[config.mk]
export PLATFORM = sky130hd
export DESIGN_NAME = lcdr_top
export DESIGN_NICKNAME = d
export VERILOG_FILES = /design/src/hdl/lcdr_pkg.sv /design/src/hdl/lcdr_sync.sv /design/src/hdl/lcdr_drive.sv /design/src/hdl/lcdr_top.sv
export SDC_FILE = /design/constraint.sdc
export NUM_CORES = 1
export LEC_CHECK = 0
export BUFFER_PORTS_ARGS = -buffer_cell sky130_fd_sc_hd__buf_4
export CAP_MARGIN = 5
export CORE_AREA = 2 2 348 350
export DETAILED_ROUTE_END_ITERATION = 8
export DIE_AREA = 0 0 350 352
export SLEW_MARGIN = 20
export SYNTH_ARGS = -nofsm -noshare
export SYNTH_HDL_FRONTEND = slang
export SYNTH_SLANG_ARGS = --single-unit
export TNS_END_PERCENT = 10
[constraint.sdc]
create_clock -name clk -period 10.3 [get_ports clk]
set_input_delay 1.03 -clock clk [delete_from_list [all_inputs] [get_ports clk]]
set_output_delay 1.03 -clock clk [all_outputs]
set_load 0.01 [all_outputs]
[src/hdl/lcdr_pkg.sv]
// lcdr_pkg: constants, opcodes and types of the display reset and power configuration block.
// assumes a single 250 MHz clock; the command decoder feeding this block is a plain AHB-Lite register.
package lcdr_pkg;
	localparam int unsigned CLK_MHZ = 250;
	localparam int unsigned RST_CMD_NS = 1000;
	localparam int unsigned RST_CMD_CYC = (RST_CMD_NS * CLK_MHZ + 999) / 1000;
	localparam int unsigned LINE_NS = 4000;
	localparam int unsigned LINE_CYC = (LINE_NS * CLK_MHZ) / 1000;
	localparam int unsigned SEG_CH = 132;
	localparam int unsigned COM_CH = 66;
	localparam int unsigned COM_MAIN = 64;

	// ---------------------------------------------------------------
	// register map
	// ---------------------------------------------------------------
	localparam logic [7:0] ADDR_CMD = 8'h00;
	localparam logic [7:0] ADDR_STATUS = 8'h04;
	localparam logic [7:0] ADDR_CFG = 8'h08;
	localparam logic [7:0] ADDR_POS = 8'h0c;
	localparam logic [7:0] ADDR_PINS = 8'h10;
	localparam int unsigned ST_BUSY = 7;
	localparam int unsigned ST_ADC = 6;
	localparam int unsigned ST_OFF = 5;
	localparam int unsigned ST_RESET = 4;

	// ---------------------------------------------------------------
	// reset values and tables
	// ---------------------------------------------------------------
	localparam logic [5:0] CONTRAST_RST = 6'h20;
	localparam logic [2:0] RATIO_RST = 3'h4;
	localparam logic [6:0] DUTY_33 = 7'h21;
	localparam logic [6:0] DUTY_49 = 7'h31;
	localparam logic [6:0] DUTY_55 = 7'h37;
	localparam logic [6:0] DUTY_65 = 7'h41;

	// ---------------------------------------------------------------
	// command opcodes (casez patterns)
	// ---------------------------------------------------------------
	localparam logic [7:0] OP_DISPLAY = 8'b1010_111?;
	localparam logic [7:0] OP_START = 8'b01??_????;
	localparam logic [7:0] OP_CONTRAST = 8'h81;
	localparam logic [7:0] OP_PAGE = 8'b1011_????;
	localparam logic [7:0] OP_COL_HI = 8'b0001_????;
	localparam logic [7:0] OP_COL_LO = 8'b0000_????;
	localparam logic [7:0] OP_SEG_DIR = 8'b1010_000?;
	localparam logic [7:0] OP_BIAS = 8'b1010_001?;
	localparam logic [7:0] OP_ALL_ON = 8'b1010_010?;
	localparam logic [7:0] OP_INVERT = 8'b1010_011?;
	localparam logic [7:0] OP_INDICATOR = 8'b1010_110?;
	localparam logic [7:0] OP_MODIFY_ON = 8'he0;
	localparam logic [7:0] OP_MODIFY_OFF = 8'hee;
	localparam logic [7:0] OP_RESET = 8'he2;
	localparam logic [7:0] OP_SCAN = 8'b1100_????;
	localparam logic [7:0] OP_POWER = 8'b0010_1???;
	localparam logic [7:0] OP_RATIO = 8'b0010_0???;
	localparam logic [7:0] OP_TEST_A = 8'b1111_????;
	localparam logic [7:0] OP_TEST_B = 8'b1001_????;

	// ---------------------------------------------------------------
	// drive level codes
	// ---------------------------------------------------------------
	localparam logic [2:0] LV_V0 = 3'h0;
	localparam logic [2:0] LV_V1 = 3'h1;
	localparam logic [2:0] LV_V2 = 3'h2;
	localparam logic [2:0] LV_V3 = 3'h3;
	localparam logic [2:0] LV_V4 = 3'h4;
	localparam logic [2:0] LV_VSS = 3'h5;
	localparam logic [2:0] LV_NC = 3'h7;

	typedef enum logic [1:0] {
		ST_RUN = 2'b00,
		ST_CMDRST = 2'b01,
		ST_PINRST = 2'b10
	} lcdr_state_t;

	typedef struct packed {
		logic displayOn;
		logic allOn;
		logic segReverse;
		logic invertPixels;
		logic bias;
		logic [2:0] powerEn;
		logic modifyRead;
		logic staticInd;
		logic [1:0] indicatorState;
		logic commonScanReverse;
		logic [5:0] startLine;
		logic [7:0] column;
		logic [3:0] page;
		logic [2:0] ratio;
		logic [5:0] contrast;
		logic contrastEntry;
		logic indicatorEntry;
		logic testMode;
	} lcdr_cfg_t;

	typedef struct packed {
		logic resetN;
		logic primary;
		logic internalDiv;
		logic dutyHi;
		logic dutyLo;
		logic highDriveN;
	} lcdr_pins_t;

	localparam lcdr_cfg_t CFG_RST = '{ratio: RATIO_RST, contrast: CONTRAST_RST, default: '0};
endpackage : lcdr_pkg

[src/hdl/lcdr_sync.sv]
// lcdr_sync: two-flop synchroniser for pin levels.
// assumes inputs are quasi-static levels; no pulse is shorter than two clocks.
module lcdr_sync #(
	parameter int unsigned W = 6
) (
	// clock and reset
	input wire logic clk,
	input wire logic rst_n,
	// levels
	input wire logic [W-1:0] din,
	output logic [W-1:0] dout
);
	logic [W-1:0] meta_q;

	always_ff @(posedge clk or negedge rst_n) begin
		if (!rst_n) begin
			meta_q <= '0;
			dout <= '0;
		end else begin
			meta_q <= din;
			dout <= meta_q;
		end
	end
endmodule : lcdr_sync

[src/hdl/lcdr_drive.sv]
// lcdr_drive: per-channel level selection for segment and common outputs.
// assumes line index and alternation come from the frame divider of the top.
module lcdr_drive #(
	parameter int unsigned SEGS = lcdr_pkg::SEG_CH,
	parameter int unsigned ICON_COMMON_OUTPUTS = lcdr_pkg::COM_CH
) (
	// clock and reset
	input wire logic clk,
	input wire logic rst_n,
	// display state
	input wire logic [SEGS-1:0] pixelRow,
	input wire logic [6:0] lineCnt,
	input wire logic [6:0] dutyLines,
	input wire logic alternation,
	input wire logic displayOn,
	input wire logic allOn,
	input wire logic invertPixels,
	input wire logic segReverse,
	input wire logic commonScanReverse,
	// channel levels
	output logic [SEGS-1:0][2:0] segLevel,
	output logic [ICON_COMMON_OUTPUTS-1:0][2:0] comLevel
);
	logic [SEGS-1:0][2:0] segLevel_d;
	logic [ICON_COMMON_OUTPUTS-1:0][2:0] comLevel_d;
	logic [6:0] half;
	logic [6:0] ln;
	logic [6:0] pin;
	logic isIcon;
	logic on;
	logic sel;

	always_comb begin
		half = (dutyLines - 7'h01) >> 1;
		isIcon = (lineCnt == dutyLines - 7'h01);
		ln = commonScanReverse ? 7'((half << 1) - 7'h01 - lineCnt) : lineCnt;
		pin = (ln < half) ? ln : 7'(7'(lcdr_pkg::COM_MAIN) - (half << 1) + ln);
		on = 1'b0;
		sel = 1'b0;
		for (int i = 0; i < SEGS; i++) begin
			on = allOn | ((segReverse ? pixelRow[SEGS-1-i] : pixelRow[i]) ^ invertPixels);
			if (!displayOn)
				segLevel_d[i] = lcdr_pkg::LV_VSS;
			else if (on)
				segLevel_d[i] = alternation ? lcdr_pkg::LV_V0 : lcdr_pkg::LV_VSS;
			else
				segLevel_d[i] = alternation ? lcdr_pkg::LV_V2 : lcdr_pkg::LV_V3;
		end
		for (int j = 0; j < ICON_COMMON_OUTPUTS; j++) begin
			// icon commons sit above the main 64 and carry the last line of the duty
			sel = (j >= lcdr_pkg::COM_MAIN) ? isIcon : (!isIcon && pin == 7'(j));
			if (j < lcdr_pkg::COM_MAIN && 7'(j) >= half && 7'(j) < 7'(7'(lcdr_pkg::COM_MAIN) - half))
				comLevel_d[j] = lcdr_pkg::LV_NC;
			else if (!displayOn)
				comLevel_d[j] = lcdr_pkg::LV_VSS;
			else if (sel)
				comLevel_d[j] = alternation ? lcdr_pkg::LV_VSS : lcdr_pkg::LV_V0;
			else
				comLevel_d[j] = alternation ? lcdr_pkg::LV_V4 : lcdr_pkg::LV_V1;
		end
	end

	always_ff @(posedge clk or negedge rst_n) begin
		if (!rst_n) begin
			segLevel <= '0;
			comLevel <= '0;
		end else begin
			segLevel <= segLevel_d;
			comLevel <= comLevel_d;
		end
	end
endmodule : lcdr_drive

[src/hdl/lcdr_top.sv]
// lcdr_top: reset sequencing, command state and power configuration of the display driver.
// assumes one 250 MHz clock, an AHB-Lite master with single word transfers, and pins
// from outside the clock domain that are synchronised here before use.
//
// Added by the designer: the AHB-Lite interface to the registers and the register addresses.
module lcdr_top #(
	parameter int unsigned SEGS = lcdr_pkg::SEG_CH,
	parameter int unsigned ICON_COMMON_OUTPUTS = lcdr_pkg::COM_CH,
	parameter int unsigned RST_CYC = lcdr_pkg::RST_CMD_CYC,
	parameter int unsigned LINE_DIV = lcdr_pkg::LINE_CYC
) (
	// clock and reset
	input wire logic clk,
	input wire logic rst_n,
	// ahb-lite slave
	input wire logic hsel,
	input wire logic [31:0] haddr,
	input wire logic [1:0] htrans,
	input wire logic hwrite,
	input wire logic [2:0] hsize,
	input wire logic [31:0] hwdata,
	input wire logic hready,
	output logic [31:0] hrdata,
	output logic hreadyout,
	output logic hresp,
	// pins
	input wire logic resetPinN,
	input wire logic primarySecondarySelect,
	input wire logic internalDividerSelect,
	input wire logic dutySelectHi,
	input wire logic dutySelectLo,
	input wire logic highDriveModeN,
	// display data row for the current line
	input wire logic [SEGS-1:0] pixelRow,
	// power and analog configuration
	output logic boosterEnable,
	output logic regulatorEnable,
	output logic followerEnable,
	output logic [5:0] contrastLevel,
	output logic [2:0] dividerRatioCode,
	output logic [6:0] regulatorGainX10,
	output logic useInternalDivider,
	output logic [6:0] dutyDenom,
	output logic [3:0] biasDenom,
	output logic highPowerMode,
	// timing and status
	output logic oscRunning,
	output logic alternationSignal,
	output logic [6:0] lineIndex,
	output logic [5:0] displayLine,
	output logic serialClear,
	output logic powerSave,
	output logic staticIndicator,
	output logic [1:0] indicatorState,
	// channel levels
	output logic [SEGS-1:0][2:0] segLevel,
	output logic [ICON_COMMON_OUTPUTS-1:0][2:0] comLevel
);
	// ---------------------------------------------------------------
	// helpers
	// ---------------------------------------------------------------
	function automatic lcdr_pkg::lcdr_cfg_t cmd_reset(input lcdr_pkg::lcdr_cfg_t c);
		lcdr_pkg::lcdr_cfg_t r;
		r = c;
		r.modifyRead = 1'b0;
		r.staticInd = 1'b0;
		r.indicatorState = 2'h0;
		r.commonScanReverse = 1'b0;
		r.startLine = 6'h00;
		r.column = 8'h00;
		r.page = 4'h0;
		r.ratio = lcdr_pkg::RATIO_RST;
		r.contrast = lcdr_pkg::CONTRAST_RST;
		r.contrastEntry = 1'b0;
		r.indicatorEntry = 1'b0;
		r.testMode = 1'b0;
		return r;
	endfunction : cmd_reset

	function automatic lcdr_pkg::lcdr_cfg_t pin_reset(input lcdr_pkg::lcdr_cfg_t c);
		lcdr_pkg::lcdr_cfg_t r;
		r = cmd_reset(c);
		r.displayOn = 1'b0;
		r.allOn = 1'b0;
		r.segReverse = 1'b0;
		r.invertPixels = 1'b0;
		r.powerEn = 3'h0;
		r.bias = 1'b0;
		return r;
	endfunction : pin_reset

	function automatic lcdr_pkg::lcdr_cfg_t cmd_apply(input lcdr_pkg::lcdr_cfg_t c, input logic [7:0] b);
		lcdr_pkg::lcdr_cfg_t r;
		r = c;
		if (c.contrastEntry) begin
			r.contrast = b[5:0];
			r.contrastEntry = 1'b0;
		end else if (c.indicatorEntry) begin
			r.indicatorState = b[1:0];
			r.indicatorEntry = 1'b0;
		end else begin
			casez (b)
				lcdr_pkg::OP_DISPLAY: r.displayOn = b[0];
				lcdr_pkg::OP_START: r.startLine = b[5:0];
				lcdr_pkg::OP_CONTRAST: r.contrastEntry = 1'b1;
				lcdr_pkg::OP_PAGE: r.page = b[3:0];
				lcdr_pkg::OP_COL_HI: r.column[7:4] = b[3:0];
				lcdr_pkg::OP_COL_LO: r.column[3:0] = b[3:0];
				lcdr_pkg::OP_SEG_DIR: r.segReverse = b[0];
				lcdr_pkg::OP_BIAS: r.bias = b[0];
				lcdr_pkg::OP_ALL_ON: r.allOn = b[0];
				lcdr_pkg::OP_INVERT: r.invertPixels = b[0];
				lcdr_pkg::OP_INDICATOR: begin
					r.staticInd = b[0];
					r.indicatorEntry = 1'b1;
				end
				lcdr_pkg::OP_MODIFY_ON: r.modifyRead = 1'b1;
				lcdr_pkg::OP_MODIFY_OFF: r.modifyRead = 1'b0;
				lcdr_pkg::OP_SCAN: r.commonScanReverse = b[3];
				lcdr_pkg::OP_POWER: r.powerEn = b[2:0];
				lcdr_pkg::OP_RATIO: r.ratio = b[2:0];
				lcdr_pkg::OP_TEST_A: r.testMode = 1'b1;
				lcdr_pkg::OP_TEST_B: r.testMode = 1'b1;
				default: r = c;
			endcase
		end
		return r;
	endfunction : cmd_apply

	function automatic logic [6:0] gain_x10(input logic [2:0] code);
		case (code)
			3'h0: gain_x10 = 7'd30;
			3'h1: gain_x10 = 7'd35;
			3'h2: gain_x10 = 7'd40;
			3'h3: gain_x10 = 7'd45;
			3'h4: gain_x10 = 7'd50;
			3'h5: gain_x10 = 7'd55;
			3'h6: gain_x10 = 7'd60;
			default: gain_x10 = 7'd64;
		endcase
	endfunction : gain_x10

	function automatic logic [6:0] duty_lines(input logic hi, input logic lo);
		case ({hi, lo})
			2'b00: duty_lines = lcdr_pkg::DUTY_33;
			2'b01: duty_lines = lcdr_pkg::DUTY_49;
			2'b10: duty_lines = lcdr_pkg::DUTY_55;
			default: duty_lines = lcdr_pkg::DUTY_65;
		endcase
	endfunction : duty_lines

	function automatic logic [3:0] bias_denom(input logic hi, input logic lo, input logic bias);
		case ({hi, lo})
			2'b00: bias_denom = bias ? 4'd5 : 4'd6;
			2'b11: bias_denom = bias ? 4'd7 : 4'd9;
			default: bias_denom = bias ? 4'd6 : 4'd8;
		endcase
	endfunction : bias_denom

	// ---------------------------------------------------------------
	// pin synchronisation
	// ---------------------------------------------------------------
	lcdr_pkg::lcdr_pins_t pins;

	lcdr_sync #(
		.W(6)
	) u_sync (
		.clk(clk),
		.rst_n(rst_n),
		.din({resetPinN, primarySecondarySelect, internalDividerSelect, dutySelectHi, dutySelectLo, highDriveModeN}),
		.dout(pins)
	);

	logic pinReset;
	assign pinReset = ~pins.resetN;

	// ---------------------------------------------------------------
	// bus slave
	// ---------------------------------------------------------------
	logic wrPend_q, wrPend_d;
	logic [7:0] wrAddr_q, wrAddr_d;
	logic [31:0] hrdata_q, hrdata_d;
	lcdr_pkg::lcdr_cfg_t cfg_q, cfg_d;
	lcdr_pkg::lcdr_state_t state_q, state_d;
	logic [11:0] cnt_q, cnt_d;
	logic addrPhase;
	logic busy;
	logic cmdWrite;

	assign busy = pinReset || state_q != lcdr_pkg::ST_RUN;
	assign addrPhase = hsel && hready && htrans[1];
	// a byte of command is only taken while idle; status stays readable
	assign cmdWrite = wrPend_q && wrAddr_q == lcdr_pkg::ADDR_CMD && !busy;

	always_comb begin
		wrPend_d = addrPhase && hwrite;
		wrAddr_d = addrPhase ? haddr[7:0] : wrAddr_q;
		hrdata_d = hrdata_q;
		if (addrPhase && !hwrite) begin
			case (haddr[7:0])
				lcdr_pkg::ADDR_STATUS: begin
					hrdata_d = 32'h0000_0000;
					hrdata_d[lcdr_pkg::ST_BUSY] = busy;
					hrdata_d[lcdr_pkg::ST_ADC] = ~cfg_q.segReverse;
					hrdata_d[lcdr_pkg::ST_OFF] = ~cfg_q.displayOn;
					hrdata_d[lcdr_pkg::ST_RESET] = busy;
				end
				lcdr_pkg::ADDR_CFG: hrdata_d = {4'h0, cfg_q.segReverse, cfg_q.invertPixels, cfg_q.allOn,
					cfg_q.displayOn, cfg_q.testMode, cfg_q.contrastEntry, cfg_q.indicatorState, cfg_q.staticInd,
					cfg_q.modifyRead, cfg_q.commonScanReverse, cfg_q.bias, 1'b0, cfg_q.powerEn, 1'b0,
					cfg_q.ratio, 2'h0, cfg_q.contrast};
				lcdr_pkg::ADDR_POS: hrdata_d = {12'h000, cfg_q.page, cfg_q.column, 2'h0, cfg_q.startLine};
				lcdr_pkg::ADDR_PINS: hrdata_d = {26'h0000000, pins};
				default: hrdata_d = 32'h0000_0000;
			endcase
		end
	end

	always_ff @(posedge clk or negedge rst_n) begin
		if (!rst_n) begin
			wrPend_q <= 1'b0;
			wrAddr_q <= 8'h00;
			hrdata_q <= 32'h0000_0000;
		end else begin
			wrPend_q <= wrPend_d;
			wrAddr_q <= wrAddr_d;
			hrdata_q <= hrdata_d;
		end
	end

	assign hrdata = hrdata_q;
	assign hreadyout = 1'b1;
	assign hresp = 1'b0;

	// ---------------------------------------------------------------
	// reset sequencing and command state
	// ---------------------------------------------------------------
	always_comb begin
		cfg_d = cfg_q;
		state_d = state_q;
		cnt_d = cnt_q;
		if (pinReset) begin
			cfg_d = pin_reset(cfg_q);
			state_d = lcdr_pkg::ST_PINRST;
		end else begin
			case (state_q)
				lcdr_pkg::ST_RUN: begin
					if (cmdWrite) begin
						// a reset opcode inside a two-byte entry is data, not a reset
						if (hwdata[7:0] == lcdr_pkg::OP_RESET && !cfg_q.contrastEntry && !cfg_q.indicatorEntry) begin
							cfg_d = cmd_reset(cfg_q);
							state_d = lcdr_pkg::ST_CMDRST;
							cnt_d = 12'(RST_CYC - 1);
						end else begin
							cfg_d = cmd_apply(cfg_q, hwdata[7:0]);
						end
					end
				end
				lcdr_pkg::ST_CMDRST: begin
					cnt_d = cnt_q - 12'h001;
					if (cnt_q == 12'h000)
						state_d = lcdr_pkg::ST_RUN;
				end
				lcdr_pkg::ST_PINRST: state_d = lcdr_pkg::ST_RUN;
				default: state_d = lcdr_pkg::ST_RUN;
			endcase
		end
	end

	always_ff @(posedge clk or negedge rst_n) begin
		if (!rst_n) begin
			cfg_q <= lcdr_pkg::CFG_RST;
			state_q <= lcdr_pkg::ST_PINRST;
			cnt_q <= 12'h000;
		end else begin
			cfg_q <= cfg_d;
			state_q <= state_d;
			cnt_q <= cnt_d;
		end
	end

	// ---------------------------------------------------------------
	// frame divider and alternation
	// ---------------------------------------------------------------
	logic [11:0] div_q, div_d;
	logic [6:0] line_q, line_d;
	logic alt_q, alt_d;
	logic [5:0] frameStart_q, frameStart_d;
	logic [6:0] dutyLines;
	logic lineTick;

	assign dutyLines = duty_lines(pins.dutyHi, pins.dutyLo);
	assign lineTick = !pinReset && div_q == 12'(LINE_DIV - 1);

	always_comb begin
		div_d = div_q;
		line_d = line_q;
		alt_d = alt_q;
		frameStart_d = frameStart_q;
		if (!pinReset) begin
			div_d = lineTick ? 12'h000 : div_q + 12'h001;
			if (lineTick) begin
				if (line_q >= dutyLines - 7'h01) begin
					line_d = 7'h00;
					alt_d = ~alt_q;
					frameStart_d = cfg_q.startLine;
				end else begin
					line_d = line_q + 7'h01;
				end
			end
		end
	end

	always_ff @(posedge clk or negedge rst_n) begin
		if (!rst_n) begin
			div_q <= 12'h000;
			line_q <= 7'h00;
			alt_q <= 1'b0;
			frameStart_q <= 6'h00;
		end else begin
			div_q <= div_d;
			line_q <= line_d;
			alt_q <= alt_d;
			frameStart_q <= frameStart_d;
		end
	end

	// ---------------------------------------------------------------
	// outputs
	// ---------------------------------------------------------------
	assign boosterEnable = cfg_q.powerEn[2] & pins.primary;
	assign regulatorEnable = cfg_q.powerEn[1] & pins.primary;
	assign followerEnable = cfg_q.powerEn[0] & pins.primary;
	assign contrastLevel = cfg_q.contrast;
	assign dividerRatioCode = cfg_q.ratio;
	assign useInternalDivider = pins.internalDiv;
	assign regulatorGainX10 = pins.internalDiv ? gain_x10(cfg_q.ratio) : 7'h00;
	assign dutyDenom = dutyLines;
	assign biasDenom = bias_denom(pins.dutyHi, pins.dutyLo, cfg_q.bias);
	assign highPowerMode = ~pins.highDriveN;
	assign oscRunning = ~pinReset;
	assign alternationSignal = alt_q;
	assign lineIndex = line_q;
	assign displayLine = 6'(frameStart_q + line_q[5:0]);
	assign serialClear = pinReset;
	assign powerSave = ~cfg_q.displayOn & cfg_q.allOn;
	assign staticIndicator = cfg_q.staticInd;
	assign indicatorState = cfg_q.indicatorState;

	lcdr_drive #(
		.SEGS(SEGS),
		.ICON_COMMON_OUTPUTS(ICON_COMMON_OUTPUTS)
	) u_drive (
		.clk(clk),
		.rst_n(rst_n),
		.pixelRow(pixelRow),
		.lineCnt(line_q),
		.dutyLines(dutyLines),
		.alternation(alt_q),
		.displayOn(cfg_q.displayOn),
		.allOn(cfg_q.allOn),
		.invertPixels(cfg_q.invertPixels),
		.segReverse(cfg_q.segReverse),
		.commonScanReverse(cfg_q.commonScanReverse),
		.segLevel(segLevel),
		.comLevel(comLevel)
	);
endmodule : lcdr_top

* Word-level counts from Yosys, hierarchy flattened
Cells that the tools add are included.
Storage, ports and cells: bits in registers 727, bits of input ports 212, output and inout port bits 680, logic and storage cells 1585
Cells by class: add/sub/neg operators 10, magnitude comparators 130, equal/unequal tests 126, mux-type cells 643, bitwise logic cells 273, reductions and logical operators 176
Operators by type and width (count):
- $mux W3 | 463
- $eq A7 B6 Y1 const B | 32
- $lt A6 B7 Y1 const A | 32
- $ge A6 B6 Y1 const A | 32
- $mux W43 | 4
- $mux W1 | 145
- $logic_and A1 B1 Y1 | 137
- $or A1 B1 Y1 | 132
- $xor A1 B1 Y1 | 132
- $eq A7 B5 Y1 const B | 16
- $lt A5 B7 Y1 const A | 16
- $pmux W28 S4 | 1
- $ge A5 B6 Y1 const A | 16
- $eq A7 B4 Y1 const B | 8
- $lt A4 B7 Y1 const A | 8
- $pmux W7 S7 | 1
- $ge A4 B6 Y1 const A | 8
- $ne A3 B3 Y1 const B | 15
- $reduce_and A5 Y1 | 9
- $eq A7 B7 Y1 const B | 6
- $mux W12 | 3
- $reduce_and A6 Y1 | 6
- $mux W7 | 5
- $mux W34 | 1
- 61 further kinds | 130

* Depth between registers and ports, before layout
depth after elaboration 13, mapped depth 20, mapped depth without buffers 18

* Modules after synthesis
A second synthesis with hierarchy kept.
Second synthesis, totals: cells, all modules 2523, area, all modules 27129.8 µm²
By module, submodules not included:
- lcdr_drive | instances 1, cells each 1852, area each 20444.6 µm²
- lcdr_top | instances 1, cells each 659, area each 6384.9 µm²
- lcdr_sync | instances 1, cells each 12, area each 300.3 µm²

* Worst setup path before layout
OpenSTA, ideal clock, no wires.
path kind flip-flop to flip-flop, start register u_sync.dout[1], end register u_drive.comLevel[165] (netlist bit), arrival time 4.152 ns, setup slack 6.026 ns, cell stages (with the launch flop) 19, path through dfrtp_1 > inv_1 > ha_1 > inv_1 > ha_1 > ha_1 > nor3_1 > xnor2_2 > inv_1 > ha_1 > or4_4 > o32ai_2 > nand3_1 > buf_6 > mux2i_4 > buf_4 > nor3_1 > and3_1 > o21ai_1
RTL lines:
- start: declaration | RTL line lcdr_sync.sv:11 | output logic [W-1:0] dout
- start signal: assignment | RTL line lcdr_sync.sv:21 | dout <= meta_q;
- end signal: assignment | RTL line lcdr_drive.sv:69 | comLevel <= comLevel_d;
- end: declaration | RTL line lcdr_drive.sv:22 | output logic [ICON_COMMON_OUTPUTS-1:0][2:0] comLevel

==> flow_summary.ini <==
[synthesis]
synth_edf_count = 0
yosysWarningCount = 0
synth.cell_area_um2 = 23060
ys_types = 62
synth-main-ff-cell = dfrtp_1
ys_seq_elements = 475
syn_area_per_cell_um2 = 10.49
syn_inst = 2198
async_flop_share = 1.000
seq_area_frac_synth = 0.5156

[setup_path]
max_stage_delay_ns = 0.53
rr_worst_depth = 17
reg2reg_slack_ns = 4.47
cp_top_family = simple AND/OR/NAND/NOR gates
rr_endpoint = u_drive.comLevel[66]$_DFF_PN0_
start_kind = flip-flop
crit_chain = inv_1 > ha_1 > inv_1 > ha_1 > ha_1 > nor3_1 > xnor2_2 > inv_1 > ha_1 > or4_4 > o32ai_2 > nand3_2 > mux2i_4 > buf_4 > and2_1 > and3_1 > mux2i_1
path_common_cell = ha_1
criticalPathCategory = flip-flop to flip-flop
critPathCaptureType = flip-flop
arrival_ns = 6.37
r2r_start = u_sync.dout[1]$_DFF_PN0_
crit_slowest_cell = dfrtp_1
worst-path-max-fanout = 31
cp_data_required_time_ns = 10.84
cp_num_buf_inv = 4

[die]
fp.dieH_um = 352
initial_core_util = 0.1932
coreArea_um2 = 119300
num_rows = 127
ios = 892
dieArea_um2 = 123200
die_x_um = 350

[routing]
ant_nets = 0
drc = 0
first_pass_iters = 5
routed_wl_um = 80450
drtIter0Drc = 1106
vias = 17523
wire_per_inst_um = 18.27
viasPerCell = 3.979

[timing]
setup_tns_ns = 0
setup_viol = 0
drv_slew = 0
hold_viol_final = 0
grt_setup_unrepaired = no
clock_skew_ns = 0.02407
fmax_ghz = 0.1714
tightest_slew_ns = 1.134
timing.final.crit_share = 0.5663
slew_headroom = 0.2441
fin_crit_ns = 5.833

[global_route]
grt_pass1_vias = 17066
overflow = 0
grt_max_degree = 133
grt_use_total = 0.1252
antenna_found_initial = 2
grt_pass1_wl_um = 115600

[flow_run]
drv_cap = 0

[cells_and_area]
drive_gt1_frac = 0.3649
stdcell_area_um2 = 31130
fin_util = 0.2608
fillers = 12633
nets = 2993
final_common_cell = buf_4
area_growth_pct = 34.99
final_cell_mix = buf_4, dfrtp_1, nor2_1

[clock_network]
cts-root-buf = clkbuf_16
clkLatencyLatePin_ns = 0.64
cts_hold_buf = 0
tritoncts = yes
numClockSinks = 475
cts_buffers = 56
clkTransAtPathRegs_ns = 0.06
postCtsSetupBuffers = 0
cts_resized = 0
htree_levels = 2
clock_path_buffers = 3

[pwr]
p_per_area_nw_per_um2 = 158.7
p_total_mw = 4.939
ir_worst_vdd_mv = 0.1277
power.leakage_nw = 13.46

[worst_hold_path]
min_from = u_sync.meta_q[4]$_DFF_PN0_
min_path_type = flip-flop to flip-flop
hold_end = u_sync.dout[4]$_DFF_PN0_
hold_path_depth = 0

[place]
place_congestion = 0.8804
dpl_cell_area_um2 = 29080
hpwl_um = 60580
portBuffers = 814

[run_status]
status = completed
==> worst register-to-register path, cell delays in order (launching register included) <==
cell and delay, ns:
dfrtp_1 0.53, inv_1 0.20, ha_1 0.37, inv_1 0.14, ha_1 0.37, ha_1 0.24, nor3_1 0.30, xnor2_2 0.28
inv_1 0.27, ha_1 0.26, or4_4 0.49, o32ai_2 0.28, nand3_2 0.52, mux2i_4 0.32, buf_4 0.33, and2_1 0.43
and3_1 0.25, mux2i_1 0.19
==> area by class of cell <==
class	instances	area, um2	share of cell area
flip-flops and latches	475	11900	0.3824
multi-input cells	1319	8621	0.2769
repair buffers	841	6362	0.2044
diodes	2	5.005	0.0001608
well taps	1612	2017	0.06479
clock buffers	76	1627	0.05225
inverters	50	187.7	0.006029
clock inverters	29	406.6	0.01306
==> per-stage QoR <==
| stage | worst slack, ns | instances | hold WS (ns) |
|---|---|---|---|
| 5_1_grt | 4.047 | 4402 | 0.3550 |
| 3_5_place_dp | 4.198 | 4297 | 0.3379 |
| 4_1_cts | 4.157 | 4402 | 0.3541 |
| 3_3_place_gp | 4.269 | 4297 | 0.3341 |
| 2_1_floorplan | 6.026 | 2223 | 0.3312 |
| 6_report | 4.467 | 4404 | 0.3520 |
==> per-layer routing <==
| layer | vias up | global-route usage | wire [um] |
|---|---|---|---|
| li1 | 8041 | - | - |
| met1 | 8726 | 0.1578 | 33440 |
| met2 | 637 | 0.2090 | 38780 |
| met3 | 115 | 0.02978 | 5839 |
| met4 | 4 | 0.04069 | 2370 |
| met5 | - | 0 | 27 |
==> kinds of logic after synthesis <==
| logic type | after synthesis | share of synthesized area |
|---|---|---|
| xor gates and xnor gates | 167 | 0.06408 |
| buffers and inverters | 429 | 0.1161 |
| AOI/OAI and AO/OA | 194 | 0.05084 |
| muxes | 231 | 0.1034 |
| and+or+nand+nor | 662 | 0.1278 |
| adders and majority gates | 38 | 0.02192 |
| other | 2 | 0.0003257 |
| DFF | 475 | 0.5156 |
==> synthesized netlist by cell type, drive strengths merged (3+ instances only) <==
cell type / count / area share
nand2: 140 / 0.023
nor2: 357 / 0.058
mux2i: 194 / 0.085
a31oi: 26 / 0.0071
a22oi: 10 / 0.0033
inv: 50 / 0.0081
clkbuf: 61 / 0.0099
and2: 9 / 0.0024
o21a: 6 / 0.0020
mux2: 37 / 0.018
a21oi: 42 / 0.0091
ha: 34 / 0.018
nor2b: 15 / 0.0041
fa: 4 / 0.0035
o21bai: 3 / 0.00098
a21o: 5 / 0.0016
nand4: 10 / 0.0027
a222oi: 6 / 0.0026
nor3b: 14 / 0.0072
o31ai: 6 / 0.0022
or3: 7 / 0.0019
dfrtp: 472 / 0.51
nor3: 32 / 0.0072
nand3: 28 / 0.0061
xor2: 12 / 0.0046
a41oi: 4 / 0.0015
nand2b: 11 / 0.0030
or2: 4 / 0.0011
nor4b: 4 / 0.0015
and3: 15 / 0.0041
nand3b: 3 / 0.00098
o22ai: 4 / 0.0011
dfstp: 3 / 0.0034
xnor2: 155 / 0.060
buf: 318 / 0.098
nor4: 6 / 0.0019
o21ai: 74 / 0.016
==> sequential cells by signal, indices dropped and copies added (netlist names), 3 cells and up <==
signal / flops
u_sync.meta_q: 6
lineIndex: 7
dividerRatioCode: 3
frameStart_q: 6
contrastLevel: 6
u_drive.segLevel: 265
div_q: 12
u_drive.comLevel: 78
u_sync.dout: 6
wrAddr_q: 8
cfg_q: 31
cnt_q: 12
hrdata: 28
==> worst max-delay path by stage <==
stage | slack [ns] | end | cells past startpoint | from
global route | 4.05 | u_drive.comLevel[66]$_DFF_PN0_ | 17 | u_sync.dout[1]$_DFF_PN0_
floorplan | 6.03 | u_drive.comLevel[165]$_DFF_PN0_ | 18 | u_sync.dout[1]$_DFF_PN0_
detailed placement | 4.20 | u_drive.comLevel[66]$_DFF_PN0_ | 17 | u_sync.dout[1]$_DFF_PN0_
finish | 4.47 | u_drive.comLevel[66]$_DFF_PN0_ | 17 | u_sync.dout[1]$_DFF_PN0_
global placement | 4.27 | u_drive.comLevel[66]$_DFF_PN0_ | 17 | u_sync.dout[1]$_DFF_PN0_
CTS | 4.16 | u_drive.comLevel[66]$_DFF_PN0_ | 17 | u_sync.dout[1]$_DFF_PN0_
==> power by group <==
part / leakage (nW) / switching, mW / total [mW] / internal [mW]
Combinational: 6.99 / 0.436 / 0.747 / 0.311
Clock: 1.01 / 0.853 / 2.17 / 1.31
Sequential: 5.47 / 0.0658 / 2.03 / 1.96
Total: 13.5 / 1.35 / 4.94 / 3.58
(Power assumes the default switching activity.)
